--- src/hdl/mpc_pkg.sv ---
// mpc_pkg: shared types and constants for the memory parity and
// address limit checker.
// assumes a single 100 MHz system clock and synchronous reset.
package mpc_pkg;

  // ****************************************************************
  // widths and field positions
  // ****************************************************************
  localparam int DATA_W       = 16;
  localparam int HALF_W       = 8;
  localparam int WORD_W       = 17;
  localparam int ADDR_W       = 16;
  localparam int LIMIT_W      = 4;
  localparam int ADDR_HI_LSB  = 12;
  localparam int ADDR_C0_BIT  = 11;

  // ****************************************************************
  // reset values and counts
  // ****************************************************************
  localparam logic       FLAG_RST      = 1'h0;
  localparam logic       DET_EN_RST    = 1'h1;
  localparam int         CLK_MHZ       = 100;
  localparam int         ERR_PULSE_NS  = 10;
  localparam int         ERR_PULSE_CYC =
    (ERR_PULSE_NS * CLK_MHZ + 999) / 1000;
  localparam logic [1:0] ERR_CNT_RST   = 2'h0;

  // ****************************************************************
  // types
  // ****************************************************************
  typedef struct packed {
    logic [DATA_W-1:0] data;
    logic              parity;
  } mpc_word_t;

  typedef struct packed {
    logic              valid;
    logic              write;
    logic [ADDR_W-1:0] addr;
  } mpc_access_t;

  typedef struct packed {
    logic parity_error_flag;
    logic address_error;
  } mpc_errors_t;

  typedef enum logic [1:0] {
    MPC_IDLE  = 2'b00,
    MPC_PULSE = 2'b01,
    MPC_HOLD  = 2'b11
  } mpc_err_state_t;

endpackage : mpc_pkg

--- src/hdl/mpc_check.sv ---
// mpc_check: memory write parity generation, read parity check and
// installed memory address limit check.
// assumes access strobe and data come from logic on clk; the
// load clear and inhibit switch inputs come from outside and are
// synchronised; the limit straps are static.
//
// Contract
// - on write, generate odd parity over 16 data bits as bit 17.
// - parity bit is 1 for even ones, 0 for odd ones.
// - form parity on bits 1-8 and 9-16 separately, then combine.
// - on read, recompute parity and compare with stored bit 17.
// - error for bad stored bit or odd number of data bits flipped.
// - parity error suppressed throughout any memory write cycle.
// - load mode disables detection after clear until a memory cycle.
// - inhibit input asserted blocks all data parity error reports.
// - flag address error when address exceeds installed capacity.
// - add upper four address bits to limit digit; no carry is error.
// - with a 16K-word limit, 3FFF accepted and anything above errs.
// - stored word is 16 data bits plus generated bit 17.
// - on error pulse reset one clock, error logic is not cleared.
module mpc_check (
  input  wire logic                 clk,
  input  wire logic                 srst,
  input  wire mpc_pkg::mpc_access_t access,
  input  wire logic [15:0]          write_data,
  input  wire mpc_pkg::mpc_word_t   read_word,
  input  wire logic                 load_mode,
  input  wire logic                 load_clear_parity_n,
  input  wire logic                 inhibit_data_parity_n,
  input  wire logic [3:0]           limit_digit,
  input  wire logic                 limit_c0_en,
  output mpc_pkg::mpc_word_t        mem_word,
  output mpc_pkg::mpc_errors_t      errors,
  output logic                      address_error_n,
  output logic                      error_reset_pulse_n,
  output logic                      detect_enabled
);
  import mpc_pkg::*;

  // ****************************************************************
  // input synchronisers
  // ****************************************************************
  logic [1:0] clr_sync;
  logic [1:0] inh_sync;
  logic [1:0] next_clr_sync;
  logic [1:0] next_inh_sync;
  logic       clr_active;
  logic       inhibit_active;

  always_comb begin
    next_clr_sync = {clr_sync[0], load_clear_parity_n};
    next_inh_sync = {inh_sync[0], inhibit_data_parity_n};
  end

  always_ff @(posedge clk) begin
    if (srst) begin
      clr_sync <= 2'h3;
      inh_sync <= 2'h3;
    end else begin
      clr_sync <= next_clr_sync;
      inh_sync <= next_inh_sync;
    end
  end

  assign clr_active     = ~clr_sync[1];
  assign inhibit_active = ~inh_sync[1];

  // ****************************************************************
  // parity trees
  // ****************************************************************
  logic write_parity_low_half;
  logic write_parity_high_half;
  logic write_parity_bit;
  logic read_parity_low_half;
  logic read_parity_high_half;
  logic read_odd_bit;
  logic parity_mismatch;

  mpc_parity u_wr_parity (
    .data      (write_data),
    .low_half  (write_parity_low_half),
    .high_half (write_parity_high_half),
    .odd_bit   (write_parity_bit)
  );

  mpc_parity u_rd_parity (
    .data      (read_word.data),
    .low_half  (read_parity_low_half),
    .high_half (read_parity_high_half),
    .odd_bit   (read_odd_bit)
  );

  // any single stored bit flip or odd data flip changes the sum
  assign parity_mismatch = read_odd_bit ^ read_word.parity;

  // ****************************************************************
  // address limit adder
  // ****************************************************************
  logic limit_carry_out;

  // address bits enter the adder inverted, as on an active low bus, so
  // a carry out means the address is still inside the installed limit
  mpc_limit u_limit (
    .addr_hi         (~access.addr[ADDR_W-1:ADDR_HI_LSB]),
    .addr_c0         (~access.addr[ADDR_C0_BIT]),
    .limit_digit     (limit_digit),
    .limit_c0_en     (limit_c0_en),
    .limit_carry_out (limit_carry_out)
  );

  // ****************************************************************
  // load mode detection enable
  // ****************************************************************
  logic det_en;
  logic next_det_en;

  always_comb begin
    next_det_en = det_en;
    if (!load_mode) begin
      next_det_en = 1'b1;
    end else if (clr_active) begin
      next_det_en = 1'b0;
    end else if (access.valid) begin
      // the cycle itself still runs with the old enable
      next_det_en = 1'b1;
    end
  end

  always_ff @(posedge clk) begin
    if (srst) begin
      det_en <= DET_EN_RST;
    end else begin
      det_en <= next_det_en;
    end
  end

  // ****************************************************************
  // error sampling and error reset pulse
  // ****************************************************************
  mpc_word_t      next_mem_word;
  mpc_errors_t    next_errors;
  mpc_err_state_t err_state;
  mpc_err_state_t next_err_state;
  logic           next_pulse_n;
  logic           par_err_now;
  logic           addr_err_now;
  logic           any_err;
  logic           allow_check;

  always_comb begin
    allow_check  = !access.write && det_en && !clr_active
                   && !inhibit_active;
    par_err_now  = access.valid && parity_mismatch
                   && allow_check;
    // no carry out means the address runs past the limit
    addr_err_now = access.valid && !limit_carry_out;
    any_err      = par_err_now || addr_err_now;
    next_errors.parity_error_flag = par_err_now;
    next_errors.address_error     = addr_err_now;
    next_mem_word.data   = write_data;
    next_mem_word.parity = write_parity_bit;
  end

  always_comb begin
    next_err_state = err_state;
    next_pulse_n   = 1'b1;
    case (err_state)
      MPC_IDLE: begin
        if (any_err) begin
          next_err_state = MPC_PULSE;
          next_pulse_n   = 1'b0;
        end
      end
      MPC_PULSE: begin
        // one clock low only; error flags are left alone
        next_err_state = any_err ? MPC_HOLD : MPC_IDLE;
      end
      MPC_HOLD: begin
        if (!any_err) begin
          next_err_state = MPC_IDLE;
        end
      end
      default: begin
        next_err_state = MPC_IDLE;
      end
    endcase
  end

  always_ff @(posedge clk) begin
    if (srst) begin
      mem_word            <= '0;
      errors              <= '0;
      address_error_n     <= 1'b1;
      error_reset_pulse_n <= 1'b1;
      detect_enabled      <= DET_EN_RST;
      err_state           <= MPC_IDLE;
    end else begin
      mem_word            <= next_mem_word;
      errors              <= next_errors;
      address_error_n     <= ~next_errors.address_error;
      error_reset_pulse_n <= next_pulse_n;
      detect_enabled      <= next_det_en;
      err_state           <= next_err_state;
    end
  end

endmodule // mpc_check

--- src/hdl/mpc_parity.sv ---
// mpc_parity: combinational odd parity over 16 bits as two halves.
// assumes the caller registers the result where timing matters.
module mpc_parity (
  input  wire logic [15:0] data,
  output logic             low_half,
  output logic             high_half,
  output logic             odd_bit
);
  import mpc_pkg::*;

  always_comb begin
    low_half  = ^data[HALF_W-1:0];
    high_half = ^data[DATA_W-1:HALF_W];
    // even count of ones gives 1 so the stored word is odd
    odd_bit   = ~(low_half ^ high_half);
  end

endmodule // mpc_parity

--- src/hdl/mpc_limit.sv ---
// mpc_limit: four bit adder compare of address against wired limit.
// assumes limit inputs are static straps, no synchroniser needed.
module mpc_limit (
  input  wire logic [3:0] addr_hi,
  input  wire logic       addr_c0,
  input  wire logic [3:0] limit_digit,
  input  wire logic       limit_c0_en,
  output logic            limit_carry_out
);
  import mpc_pkg::*;

  logic       limit_carry_in;
  logic [4:0] sum;

  always_comb begin
    // carry in from address bit and the wired limit together
    limit_carry_in  = addr_c0 & limit_c0_en;
    sum             = {1'b0, addr_hi} + {1'b0, limit_digit}
                      + {4'h0, limit_carry_in};
    limit_carry_out = sum[LIMIT_W];
  end

endmodule // mpc_limit

--- config.mk ---
export PLATFORM = sky130hd
export DESIGN_NAME = mpc_check
export DESIGN_NICKNAME = d
export VERILOG_FILES = /design/src/hdl/mpc_pkg.sv /design/src/hdl/mpc_check.sv /design/src/hdl/mpc_parity.sv /design/src/hdl/mpc_limit.sv
export SDC_FILE = /design/constraint.sdc
export NUM_CORES = 1
export LEC_CHECK = 0
export ABC_AREA = 1
export BUFFER_PORTS_ARGS = -buffer_cell sky130_fd_sc_hd__buf_2
export CAP_MARGIN = 30
export CORE_ASPECT_RATIO = 1.2
export CORE_MARGIN = 4
export CORE_UTILIZATION = 43
export DETAILED_ROUTE_END_ITERATION = 8
export PLACE_DENSITY_LB_ADDON = 0.25
export SLEW_MARGIN = 10
export SYNTH_ARGS = -nofsm -noshare
export SYNTH_HDL_FRONTEND = slang
export SYNTH_SLANG_ARGS = --single-unit
--- constraint.sdc ---
create_clock -name clk -period 1.5 [get_ports clk]
set_clock_uncertainty 0.1 [all_clocks]
set_input_delay 0.15 -clock clk [delete_from_list [all_inputs] [get_ports clk]]
set_output_delay 0.15 -clock clk [all_outputs]
set_load 0.005 [all_outputs]
==> flow_summary.rst, run 1 <==
.. list-table::
   :header-rows: 1

   * - Metric
     - Value
   * - Via Count
     - between 1000 and 1500
   * - Post-route clock period utilization
     - a little over nine tenths
   * - Family with the most delay on the worst path
     - buffers and inverters
   * - Total global-route track usage
     - between 10% and 20%
   * - Boundary Pins
     - a little over 80
   * - Highest-utilization routing layer at the global route stage
     - met2
   * - Critical Path Sink
     - mem_word[0]$_SDFF_PP0_
   * - Kind of start point of the critical path
     - input pin
   * - Maximum vdd drop
     - roughly 0.0007 V
   * - Hold Violations, Final
     - 0
   * - Maximum number of pins on one net before global-route repair
     - 27
   * - Reported max-cap violation count
     - 0
   * - Number of clock sinks seen by CTS
     - 28
   * - Count of fill cells added during filler insertion
     - just under 300
   * - HPWL reported at the end of detailed placement
     - ~2.2 mm
   * - Final worst-path setup slack
     - ~0.052 ns
   * - Clock power share
     - 22.1%
   * - Port Buf Inserts
     - 71
   * - Actual slew at the worst max-slew pin
     - 0.4532 ns
   * - Flop pwr share
     - between 40% and 50%
   * - Worst setup path category
     - input pin to flip-flop
   * - Final estimated routing congestion in global placement
     - roughly 0.7
   * - Cell leakage power
     - about 1.2 nW
   * - PwrDens
     - 798.8 nW/µm²
   * - Met2 usage in global routing
     - between 20 and 30%
   * - Cts bufs inserted
     - 3
   * - Clk root buf
     - clkbuf_4
   * - Tightest hold margin
     - ~0.12 ns
   * - Switching component of the power
     - 0.4381 mW
   * - Largest driver fanout on the critical path
     - 2
   * - CP arrival
     - approximately 1.6 ns
   * - Tmin final
     - 1.448 ns
   * - Vias in the first global route
     - 1282
   * - H-tree depth
     - 1
   * - Buffer depth of the longest clock path
     - 2
   * - Launching element of the worst setup path
     - write_data[3]
   * - Die height
     - approximately 70 µm
   * - Reg area
     - between 500 and 600 µm²
   * - Mean number of vias per cell
     - ~4.3
   * - Worst reg2reg endpoint
     - detect_enabled$_SDFFE_PP1P_
   * - Post-synthesis instance area
     - roughly 1400 µm²
   * - Number of cell rows
     - 22
   * - Fraction of power spent switching nets
     - a little over a quarter
   * - ANT cells
     - 0
   * - Post-synthesis sequential area ratio
     - between 40% and 50%
   * - Instance area at placement
     - ~1800 µm²
   * - Setup_tns
     - 0 ns
   * - DRC viols
     - 0
   * - Critical R2R Launch
     - detect_enabled$_SDFFE_PP1P_
   * - RSZ-0062 raised after global routing
     - no
   * - Cell internal pwr
     - between 1 and 1.5 mW
   * - Crit. path cell count
     - 7
   * - Placed Cells
     - between 200 and 300
   * - Die ar.
     - 4187 µm²
   * - Clock tree from TritonCTS
     - built
   * - Met1 usage in global routing
     - around 16%
   * - Crit path buf inv count
     - 2
   * - Most frequent cell on the critical path
     - xnor2_2
   * - Congestion Overflow GR
     - 0
   * - Relative max-transition margin
     - a little over two thirds
   * - Detailed-route wire length per cell
     - approximately 10 µm
   * - Net count after synthesis
     - roughly 250
   * - YS warnings
     - 0
   * - Mean Syn Cell Area
     - around 7.5 µm²
   * - Synth Register Bits
     - 28
   * - Count of final setup violators
     - 0
   * - Overall die width
     - 59.74 µm
   * - Mapped Cells
     - roughly 180
   * - Design area
     - 2024 µm²
   * - Slowest cell delay on critical path
     - 0.54 ns
   * - First-pass GRT wire length
     - a little over 5 mm
   * - Critical path endpoint category
     - flip-flop
   * - Critical path, cell by cell
     - dlygate4sd3_1, buf_2, xnor2_2, xnor2_2, xnor2_1, nand2_1, nor3b_2
   * - Number of distinct library cell variants in the gate-level netlist after synthesis
     - 25
   * - Proportion of power drawn by combinational gates
     - 28.3%
   * - Initial antenna violation count
     - 0
   * - NumNets Final
     - 337
   * - Layout cell share with drive strength beyond 1
     - between 30% and 40%
   * - Maximum operating frequency
     - slightly below 700 MHz
   * - Cell with the largest stage delay on the worst path
     - dlygate4sd3_1
   * - Iteration-0 DRC Markers
     - 31
   * - # Post-CTS Setup Buffers
     - 0
   * - Total power of the final layout
     - between 1.5 and 2 mW
   * - Final Non-Filler Cells
     - a little over 300
   * - Initial core utilization
     - approximately 45%
   * - Final core area utilization
     - approximately 66%
   * - Final ANT Viol Nets
     - 0
   * - Classification of the worst-slack hold path
     - input pin to flip-flop
   * - Sum of routed wire length over all layers
     - between 3 and 4 mm
   * - Required time of the critical path
     - between 1.5 and 2 ns
   * - Worst-path clk slew
     - about 0.15 ns
   * - Area used by multi-input combinational logic
     - between 700 and 800 µm²
   * - Final Max Slew Viols
     - 0
   * - Insertion delay to the later sink of the worst-skew pair
     - 0.32 ns
   * - Reg2Reg Setup Slack
     - 0.16 ns
   * - Core area
     - around 3100 µm²
   * - Area growth from synthesis to layout
     - 46.56%
   * - Outcome
     - complete, no violations
   * - First drt pass iteration count
     - 4
   * - Depth of the worst register-to-register path
     - 3
   * - Met3 GRT Util
     - 4.436%
   * - Worst-case setup slack after placement
     - between 0.02 and 0.03 ns
-- area by class of cell --
cell class / count / area share [%]
repair buffers: 87 / 26.45
well taps: 36 / 2.225
multi-input cells: 115 / 34.98
flip-flops and latches: 28 / 27.69
inverters: 37 / 6.860
clock buffers: 4 / 1.792
-- metal layers --
layer | up-vias | routed length, µm
li1 | 711 | -
met1 | 562 | 1129
met2 | 38 | 1632
met3 | 2 | 259
met4 | 0 | 19
met5 | - | 0
-- worst min path at each step --
stage	startpoint	to	cells after the start
6_report	access[16]	errors[1]$_SDFF_PP0_	5
5_1_grt	access[16]	errors[1]$_SDFF_PP0_	5
4_1_cts	access[16]	errors[1]$_SDFF_PP0_	5
3_5_place_dp	load_clear_parity_n	clr_sync[0]$_SDFF_PP1_	2
3_3_place_gp	load_clear_parity_n	clr_sync[0]$_SDFF_PP1_	2
2_1_floorplan	load_mode	detect_enabled$_SDFFE_PP1P_	1
-- cell usage after synthesis --
library cell / instances / area share [%]
nand2_1: 41 / 11
a21oi_1: 4 / 1.4
a31o_2: 1 / 0.63
ha_1: 4 / 3.6
xnor2_2: 1 / 1.2
nand3_2: 4 / 2.9
inv_2: 1 / 0.27
nand2_2: 4 / 1.8
o21ai_0: 1 / 0.36
nor2_1: 21 / 5.7
nand3_1: 3 / 1.1
nand2_4: 1 / 0.82
nand3b_1: 1 / 0.54
dfxtp_1: 28 / 41
o211ai_1: 1 / 0.54
nor3b_2: 1 / 0.91
o21a_1: 1 / 0.54
nor3_1: 1 / 0.36
inv_1: 36 / 9.8
or2_2: 4 / 1.8
clkbuf_1: 3 / 0.82
xor2_1: 7 / 4.4
nor2_2: 1 / 0.45
xnor2_1: 12 / 7.6
or2_4: 1 / 0.63
-- cells in the final DEF (no fill, tap or decap), types with 3 or more instances in the layout --
cell type / synthesis / final
buf_2: 0 / 67
nand2_1: 41 / 41
inv_1: 36 / 36
dfxtp_1: 28 / 28
nor2_1: 21 / 21
dlygate4sd3_1: 0 / 20
xnor2_1: 12 / 9
xor2_1: 7 / 5
xnor2_2: 1 / 4
nand3_2: 4 / 4
nand2_2: 4 / 4
a21oi_1: 4 / 4
or2_2: 4 / 4
ha_1: 4 / 4
nand3_1: 3 / 3
clkbuf_4: 0 / 3
-- worst min-delay path, cell delays in order --
cell	delay (ns)
buf_2	0.07
nand3b_1	0.09
nor2_1	0.05
nand2_2	0.10
nor2_1	0.05
-- registers in the layout, indices dropped and copies added, names as in the netlist --
register             flops
detect_enabled           1
inh_sync                 2
address_error_n          1
err_state                2
errors                   2
mem_word                17
error_reset_pulse_n      1
clr_sync                 2
-- kinds of logic after synthesis --
family          synth area share [%]
buf+inv                        10.87
fa+ha+maj                      3.623
flops                          40.58
compound gates                 3.533
simple gates                   28.17
xor+xnor                       13.22
-- what timing repair did --
item                                    4_1_cts  5_1_grt
hold endpoints to repair                     19        0
gates resized for setup                       0        5
endpoints found under the setup margin        0        1
hold buffers                                 20        0
-- power by group through the flow --
| stage | clock network [mW] | registers (mW) | logic (mW) |
|---|---|---|---|
| floorplan | 0 | 0.827 | 0.250 |
| global placement | 0 | 0.819 | 0.400 |
| detailed placement | 0 | 0.820 | 0.411 |
| CTS | 0.364 | 0.803 | 0.451 |
| global route | 0.402 | 0.810 | 0.517 |
| finish | 0.357 | 0.803 | 0.457 |
(Power assumes the default switching activity.)
==> run 2: changes to the inputs <==
--- a/config.mk
+++ b/config.mk
@@ -9,3 +9,3 @@
 export BUFFER_PORTS_ARGS = -buffer_cell sky130_fd_sc_hd__buf_2
-export CAP_MARGIN = 30
+export CAP_MARGIN = 10
 export CORE_ASPECT_RATIO = 1.2
==> constraint.sdc (replaced) <==
create_clock -name clk -period 1.6 [get_ports clk]
set_clock_uncertainty 0.1 [all_clocks]
set_input_delay 0.24 -clock clk [delete_from_list [all_inputs] [get_ports clk]]
set_output_delay 0.24 -clock clk [all_outputs]
set_load 0.005 [all_outputs]
==> run 2 against run 1 <==
  * Die area is the same
  * Design area fell by 7.0%
  * Register-to-register slack improved by 0.51 ns
==> flow_summary.rst, run 2 (synthesis results as in run 1) <==
.. list-table::
   :header-rows: 1

   * - Metric
     - Value
   * - Final Non-Filler Cells
     - 297 (-3.3%)
   * - Cts bufs inserted
     - 3 (unchanged)
   * - WL met1
     - 1.009 mm (-11%)
   * - Relative max-transition margin
     - 70.81% (+1.0 points)
   * - Leading cell type in the layout, fill and taps excluded
     - buf_2
   * - Routed met3 length
     - 272 µm (+5.0%)
   * - Cell leakage power
     - 1.100 nW (-4.6%)
   * - Final estimated routing congestion in global placement
     - 0.6753 (-2.7%)
   * - Required time of the critical path
     - 1.72 ns (+0.11 ns)
   * - Detailed-route wire length per cell
     - 9.054 µm (-8.6%)
   * - RSZ-0062 raised after global routing
     - no
   * - Core area
     - 3083 µm² (unchanged)
   * - Initial core utilization
     - 44.81% (unchanged)
   * - Buffer depth of the longest clock path
     - 2 (unchanged)
   * - ANT cells
     - 0 (unchanged)
   * - Clk root buf
     - clkbuf_4
   * - Actual slew at the worst max-slew pin
     - 0.4379 ns (-0.01528 ns)
   * - Worst-path clk slew
     - 0.15 ns (about the same)
   * - First drt pass iteration count
     - 4 (unchanged)
   * - Post-route clock period utilization
     - 93.35%
   * - Cell with the largest stage delay on the worst path
     - dlygate4sd3_1
   * - Setup_tns
     - 0 ns (unchanged)
   * - Tmin final
     - about 1.5 ns
   * - Slowest cell delay on critical path
     - 0.53 ns (about the same)
   * - Worst setup path category
     - input pin to flip-flop
   * - NumNets Final
     - 327 (-3.0%)
   * - Most frequent cell on the critical path
     - xnor2_1
   * - Critical path endpoint category
     - flip-flop
   * - Max reg flops
     - 17 (unchanged)
   * - Commonest cells after routing, fill and taps aside
     - buf_2, nand2_1, inv_1, dfxtp_1, nor2_1
   * - Reg with most FFs
     - mem_word
   * - Initial antenna violation count
     - 0 (unchanged)
   * - Die height
     - 70.09 µm (unchanged)
   * - Number of clock sinks seen by CTS
     - 28 (unchanged)
   * - PwrDens
     - 848.4 nW/µm² (+6.2%)
   * - CP arrival
     - 1.61 ns (+0.05 ns)
   * - Clock power share
     - 28.5% (+6.4 points)
   * - Final core area utilization
     - 61.08% (-4.6 points)
   * - Clock tree from TritonCTS
     - built
   * - Hold Violations, Final
     - 0 (unchanged)
   * - Classification of the worst-slack hold path
     - input pin to flip-flop
   * - Sum of routed wire length over all layers
     - 2.689 mm (-12%)
   * - Switching component of the power
     - 0.4036 mW (-7.9%)
   * - Area growth from synthesis to layout
     - 36.32%
   * - Instance area at placement
     - 1770 µm² (unchanged)
   * - Largest driver fanout on the critical path
     - 2 (unchanged)
   * - # Post-CTS Setup Buffers
     - 0 (unchanged)
   * - Max layer used
     - met4
   * - Iteration-0 DRC Markers
     - 24 (-23%)
   * - HPWL reported at the end of detailed placement
     - 2.217 mm (+1.3%)
   * - Layout cell share with drive strength beyond 1
     - 36.02% (+0.96 points)
   * - Met2 layer wire length in the routed design
     - 1.373 mm (-16%)
   * - DRC viols
     - 0 (unchanged)
   * - H-tree depth
     - 1 (unchanged)
   * - Via Count
     - 1277 (-2.7%)
   * - Maximum operating frequency
     - roughly 670 MHz
   * - Cell internal pwr
     - 1.194 mW (+1.3%)
   * - Maximum vdd drop
     - 0.0008850 V (+27%)
   * - Maximum number of pins on one net before global-route repair
     - 27 (unchanged)
   * - Count of final setup violators
     - 0 (unchanged)
   * - Kind of start point of the critical path
     - input pin
   * - Reported max-cap violation count
     - 0 (unchanged)
   * - Port Buf Inserts
     - 71 (unchanged)
   * - Overall die width
     - 59.74 µm (unchanged)
   * - Design area
     - 1883 µm² (-7.0%)
   * - Final Max Slew Viols
     - 0 (unchanged)
   * - Mean number of vias per cell
     - 4.300 (+0.53%)
   * - Congestion Overflow GR
     - 0 (unchanged)
   * - Flop pwr share
     - 47.1% (-2.5 points)
   * - Number of cell rows
     - 22 (unchanged)
   * - Fraction of power spent switching nets
     - 25.26% (-1.8 points)
   * - Proportion of power drawn by combinational gates
     - 24.4% (-3.9 points)
   * - Tightest hold margin
     - 0.01880 ns (-0.09984 ns)
   * - Critical path, cell by cell
     - dlygate4sd3_1, buf_2, xnor2_1, xnor2_1, xnor2_1, nand2_1, nor3b_2
   * - Outcome
     - complete, no violations
   * - Final ANT Viol Nets
     - 0 (unchanged)
   * - Insertion delay to the later sink of the worst-skew pair
     - 0.32 ns (about the same)
   * - Boundary Pins
     - 83 (unchanged)
   * - First-pass GRT wire length
     - 4.588 mm (-10%)
   * - Placed Cells
     - 287 (unchanged)
   * - Die ar.
     - 4187 µm² (unchanged)
   * - Vias in the first global route
     - 1205 (-6.0%)
   * - Total global-route track usage
     - 13.73% (-1.7 points)
-- run 2: stage by stage --
stage	power [mW]	worst slack, ns
finish	1.598	0.1063
global route	1.703	0.03444
CTS	1.619	0.1052
detailed placement	1.153	0.02055
global placement	1.143	0.05951
floorplan	1.010	0.2168
-- run 2: power by group through the flow --
stage / clock network, mW / logic [mW] / registers, mW
after floorplan: 0 / 0.234 / 0.776
after global placement: 0 / 0.375 / 0.768
after detailed placement: 0 / 0.385 / 0.768
after CTS: 0.469 / 0.398 / 0.753
after global routing: 0.494 / 0.450 / 0.759
final: 0.455 / 0.390 / 0.752
-- run 2: layout make-up --
type | instances | area, µm²
flip-flops and latches | 28 | 560.5
well taps | 36 | 45.04
clock buffers | 3 | 22.52
repair buffers | 77 | 415.4
multi-input cells | 115 | 670.6
inverters | 37 | 138.9
clock inverters | 1 | 30.03
fillers | 300 | 1200
-- run 2: timing repair --
item,in CTS,in global routing
endpoints found under the setup margin,0,0
resized for setup,0,0
endpoints found under the hold margin,6,0
hold buffers,6,0
-- run 2: path summary, 6_finish.rpt --
path	cells after the start	endpoint	slack [ns]	from
max	7	mem_word[0]$_SDFF_PP0_	0.11	write_data[15]
min	3	mem_word[10]$_SDFF_PP0_	0.02	write_data[9]
max reg2reg	5	error_reset_pulse_n$_SDFF_PP1_	0.67	detect_enabled$_SDFFE_PP1P_
min reg2reg	1	inh_sync[1]$_SDFF_PP1_	0.32	inh_sync[0]$_SDFF_PP1_
-- run 2: metal layers --
layer,vias up,GRT usage [%]
met1,536,14.04
met3,4,3.882
met2,46,25.12
met5,-,0
li1,691,-
met4,0,5.172
-- run 2: critical path, delay by kind of cell --
kind | cells | cell delay (ns)
buffers and inverters | 2 | 0.66
xor gates and xnor gates | 3 | 0.50
and+or+nand+nor | 2 | 0.22
==> run 3: changes to the inputs <==
ABC_AREA = unset   (was 1)
CORE_UTILIZATION = 40   (was 43)
==> run 3 against run 2 <==
  * The flow now finishes with violations (setup timing)
  * Sequential share of layout area increased by 3.4 points
  * Critical path depth unchanged
  * Clock power decreased by 40%
  * Utilization decreased by 0.39 points
  * Via count decreased by 23%
  * Worst hold slack improved by 0.032 ns
  * Total power decreased by 5.6%
  * Maximum frequency decreased by 13%
  * Highest routed layer unchanged
==> flow_summary.rst, run 3 <==
.. list-table::
   :header-rows: 1

   * - Metric
     - Value
   * - Most common cell in the synthesized netlist
     - dfxtp_1
   * - Initial antenna violation count
     - 0 (unchanged)
   * - ANT cells
     - 0 (unchanged)
   * - Total power of the final layout
     - 1.508 mW (-5.6%)
   * - Mean Syn Cell Area
     - 10.72 µm² (+42%)
   * - Buffer depth of the longest clock path
     - 2 (unchanged)
   * - Final worst-path setup slack
     - -0.1085 ns (-0.2148 ns)
   * - Number of distinct library cell variants in the gate-level netlist after synthesis
     - 22 (-12%)
   * - First-pass GRT wire length
     - 3.919 mm (-15%)
   * - Number of cell rows
     - 21 (-4.5%)
   * - Cell types with the highest counts after synthesis
     - dfxtp_1, xnor2_1, nor2b_1
   * - Total global-route track usage
     - 13.17% (-0.56 points)
   * - Vias in the first global route
     - 963 (-20%)
   * - H-tree depth
     - 1 (unchanged)
   * - Slowest cell delay on critical path
     - 0.45 ns (-0.08 ns)
   * - Leading cell type in the layout, fill and taps excluded
     - buf_2
   * - Critical path endpoint category
     - flip-flop
   * - Met3 GRT Util
     - 2.907% (-0.97 points)
   * - Congestion Overflow GR
     - 0 (unchanged)
   * - Actual slew at the worst max-slew pin
     - 0.3581 ns (-0.07981 ns)
   * - Net count after synthesis
     - 173 (-30%)
   * - Kind of start point of the critical path
     - input pin
   * - Maximum operating frequency
     - 585.3 MHz (-13%)
   * - Area growth from synthesis to layout
     - 46.05%
   * - Cts bufs inserted
     - 3 (unchanged)
   * - CP arrival
     - 1.81 ns (+0.20 ns)
   * - Met2 usage in global routing
     - 27.00% (+1.9 points)
   * - First drt pass iteration count
     - 2 (-2)
   * - Sum of routed wire length over all layers
     - 2.526 mm (-6.1%)
   * - Synth async-reset ratio
     - 0% (unchanged)
   * - Number of clock sinks seen by CTS
     - 28 (unchanged)
   * - Die height
     - 66.93 µm (-4.5%)
   * - Ranking of synthesized cells by area
     - dfxtp_1, xnor2_1, nor2b_1
   * - Maximum vdd drop
     - 0.0004322 V (-51%)
   * - Tightest hold margin
     - 0.05123 ns (+0.03244 ns)
   * - Layout cell share with drive strength beyond 1
     - 48.39% (+12 points)
   * - Cell leakage power
     - 0.8095 nW (-26%)
   * - Maximum number of pins on one net before global-route repair
     - 18 (-33%)
   * - Boundary Pins
     - 83 (unchanged)
   * - Worst-path clk slew
     - 0.13 ns (-0.02 ns)
   * - Final estimated routing congestion in global placement
     - 0.6881 (+1.9%)
   * - NumNets Final
     - 253 (-23%)
   * - Clock tree from TritonCTS
     - built
   * - Largest driver fanout on the critical path
     - 2 (unchanged)
   * - Core area
     - 2785 µm² (-9.7%)
   * - Reported max-cap violation count
     - 0 (unchanged)
   * - Count of fill cells added during filler insertion
     - 268 (-11%)
   * - Detailed-route wire length per cell
     - 11.48 µm (+27%)
   * - Mean number of vias per cell
     - 4.445 (+3.4%)
   * - Max reg flops
     - 17 (unchanged)
   * - PwrDens
     - 892.4 nW/µm² (+5.2%)
   * - Relative max-transition margin
     - 76.08% (+5.3 points)
   * - Commonest cells after routing, fill and taps aside
     - buf_2, dfxtp_1, xnor2_1, nor2b_1
   * - Final Max Slew Viols
     - 0 (unchanged)
   * - Die ar.
     - 3822 µm² (-8.7%)
   * - Setup_tns
     - -0.1085 ns (-0.1085 ns)
   * - Iteration-0 DRC Markers
     - 5 (-79%)
   * - Post-route clock period utilization
     - 106.8% (+13 points)
   * - Number of enable-type register cells in the synthesized netlist
     - 0 (unchanged)
   * - Most frequent cell on the critical path
     - xnor2_2
   * - Met1 usage in global routing
     - 12.56% (-1.5 points)
   * - Worst setup path category
     - input pin to flip-flop
   * - Top cell type's share of synthesized area
     - 48.43% (+7.9 points)
   * - Initial core utilization
     - 41.55% (-3.3 points)
   * - Post-synthesis instance area
     - 1157 µm² (-16%)
   * - Cell with the largest stage delay on the worst path
     - xnor3_1
   * - Violations in the final reports
     - setup timing
   * - Final ANT Viol Nets
     - 0 (unchanged)
   * - Via Count
     - 978 (-23%)
   * - Classification of the worst-slack hold path
     - input pin to flip-flop
   * - Reg with most FFs
     - mem_word
   * - Post-synthesis sequential area ratio
     - 48.43% (+7.9 points)
   * - HPWL reported at the end of detailed placement
     - 2.043 mm (-7.8%)
   * - DRC viols
     - 0 (unchanged)
   * - Overall die width
     - 57.11 µm (-4.4%)
   * - YS warnings
     - 0 (unchanged)
   * - Count of final setup violators
     - 1 (+1)
   * - Port Buf Inserts
     - 71 (unchanged)
   * - Highest-utilization routing layer at the global route stage
     - met2
   * - Biggest area consumer among synthesized cells
     - dfxtp_1
   * - Required time of the critical path
     - 1.70 ns (-0.02 ns)
   * - Synth Register Bits
     - 28 (unchanged)
   * - Mapped Cells
     - 108 (-41%)
   * - Insertion delay to the later sink of the worst-skew pair
     - 0.31 ns (about the same)
   * - Outcome
     - finished with violations
   * - Hold Violations, Final
     - 0 (unchanged)
   * - Tmin final
     - 1.708 ns (+0.2148 ns)
   * - Top flip-flop cell by instance count after synthesis
     - dfxtp_1
   * - Clk root buf
     - clkbuf_4
   * - RSZ-0062 raised after global routing
     - yes
   * - Critical path, cell by cell
     - buf_2, xnor2_2, xnor2_1, xnor3_1, xnor2_2, a32oi_2, or4_1
run 3: area by class of cell:
cell class / instances / area (µm²) / share of cell area [%]
Clock buffer: 3 / 22.52 / 1.332
Inverter: 5 / 21.27 / 1.258
Multi-Input combinational cell: 73 / 623.1 / 36.86
Sequential cell: 28 / 560.5 / 33.16
Tap cell: 34 / 42.54 / 2.517
Timing Repair Buffer: 77 / 420.4 / 24.87
run 3: kinds of logic (layout without fill, tap and decap cells):
logic type | Yosys count | in the layout | share of synthesized area [%]
xor gates and xnor gates | 30 | 30 | 23.89
and+or+nand+nor | 34 | 34 | 17.84
AOI/OAI and AO/OA | 5 | 5 | 3.243
buffers and inverters | 7 | 85 | 2.271
DFF | 28 | 28 | 48.43
adders and majority gates | 4 | 4 | 4.324
run 3: repair_timing:
action / CTS / global route
pin swaps: 1 / 2
setup buffers: 0 / 1
hold endpoints to repair: 3 / 0
endpoints found under the setup margin: 2 / 3
resized for setup: 2 / 6
hold buffers: 3 / 0
run 3: worst paths after layout:
check / startpoint / end / slack [ns] / cells after the start
max reg2reg: detect_enabled$_SDFFE_PP1P_ / error_reset_pulse_n$_SDFF_PP1_ / 0.11 / 4
min: write_data[8] / mem_word[9]$_SDFF_PP0_ / 0.05 / 2
max: read_word[4] / error_reset_pulse_n$_SDFF_PP1_ / -0.11 / 7
min reg2reg: inh_sync[0]$_SDFF_PP1_ / inh_sync[1]$_SDFF_PP1_ / 0.33 / 1
run 3: stage by stage:
stage	setup slack, ns	instance area, µm²	cells	util (%)
floorplan	-0.2197	1172	108	-
global placement	-0.3805	1578	213	56.65
detailed placement	-0.4493	1578	213	56.65
CTS	-0.07691	1644	219	59.03
global route	-0.1909	1690	220	60.69
finish	-0.1085	1690	220	60.69
run 3: per-layer routing:
| metal | wire, µm | vias up |
|---|---|---|
| met5 | 0 | - |
| met2 | 1500 | 31 |
| met4 | 11 | 0 |
| met3 | 176 | 2 |
| met1 | 838 | 446 |
| li1 | - | 499 |
run 3: where the power goes:
part / total [mW] / switching (mW) / internal [mW]
clock network: 0.272 / 0.184 / 0.0880
registers: 0.760 / 0.0122 / 0.748
logic: 0.476 / 0.192 / 0.284
total: 1.51 / 0.389 / 1.12
run 3: critical path, delay by kind of cell:
family | cells | cell delay (ns)
xor gates and xnor gates | 4 | 0.96
and+or+nand+nor | 1 | 0.40
buffers and inverters | 1 | 0.11
AOI/OAI and AO/OA | 1 | 0.08
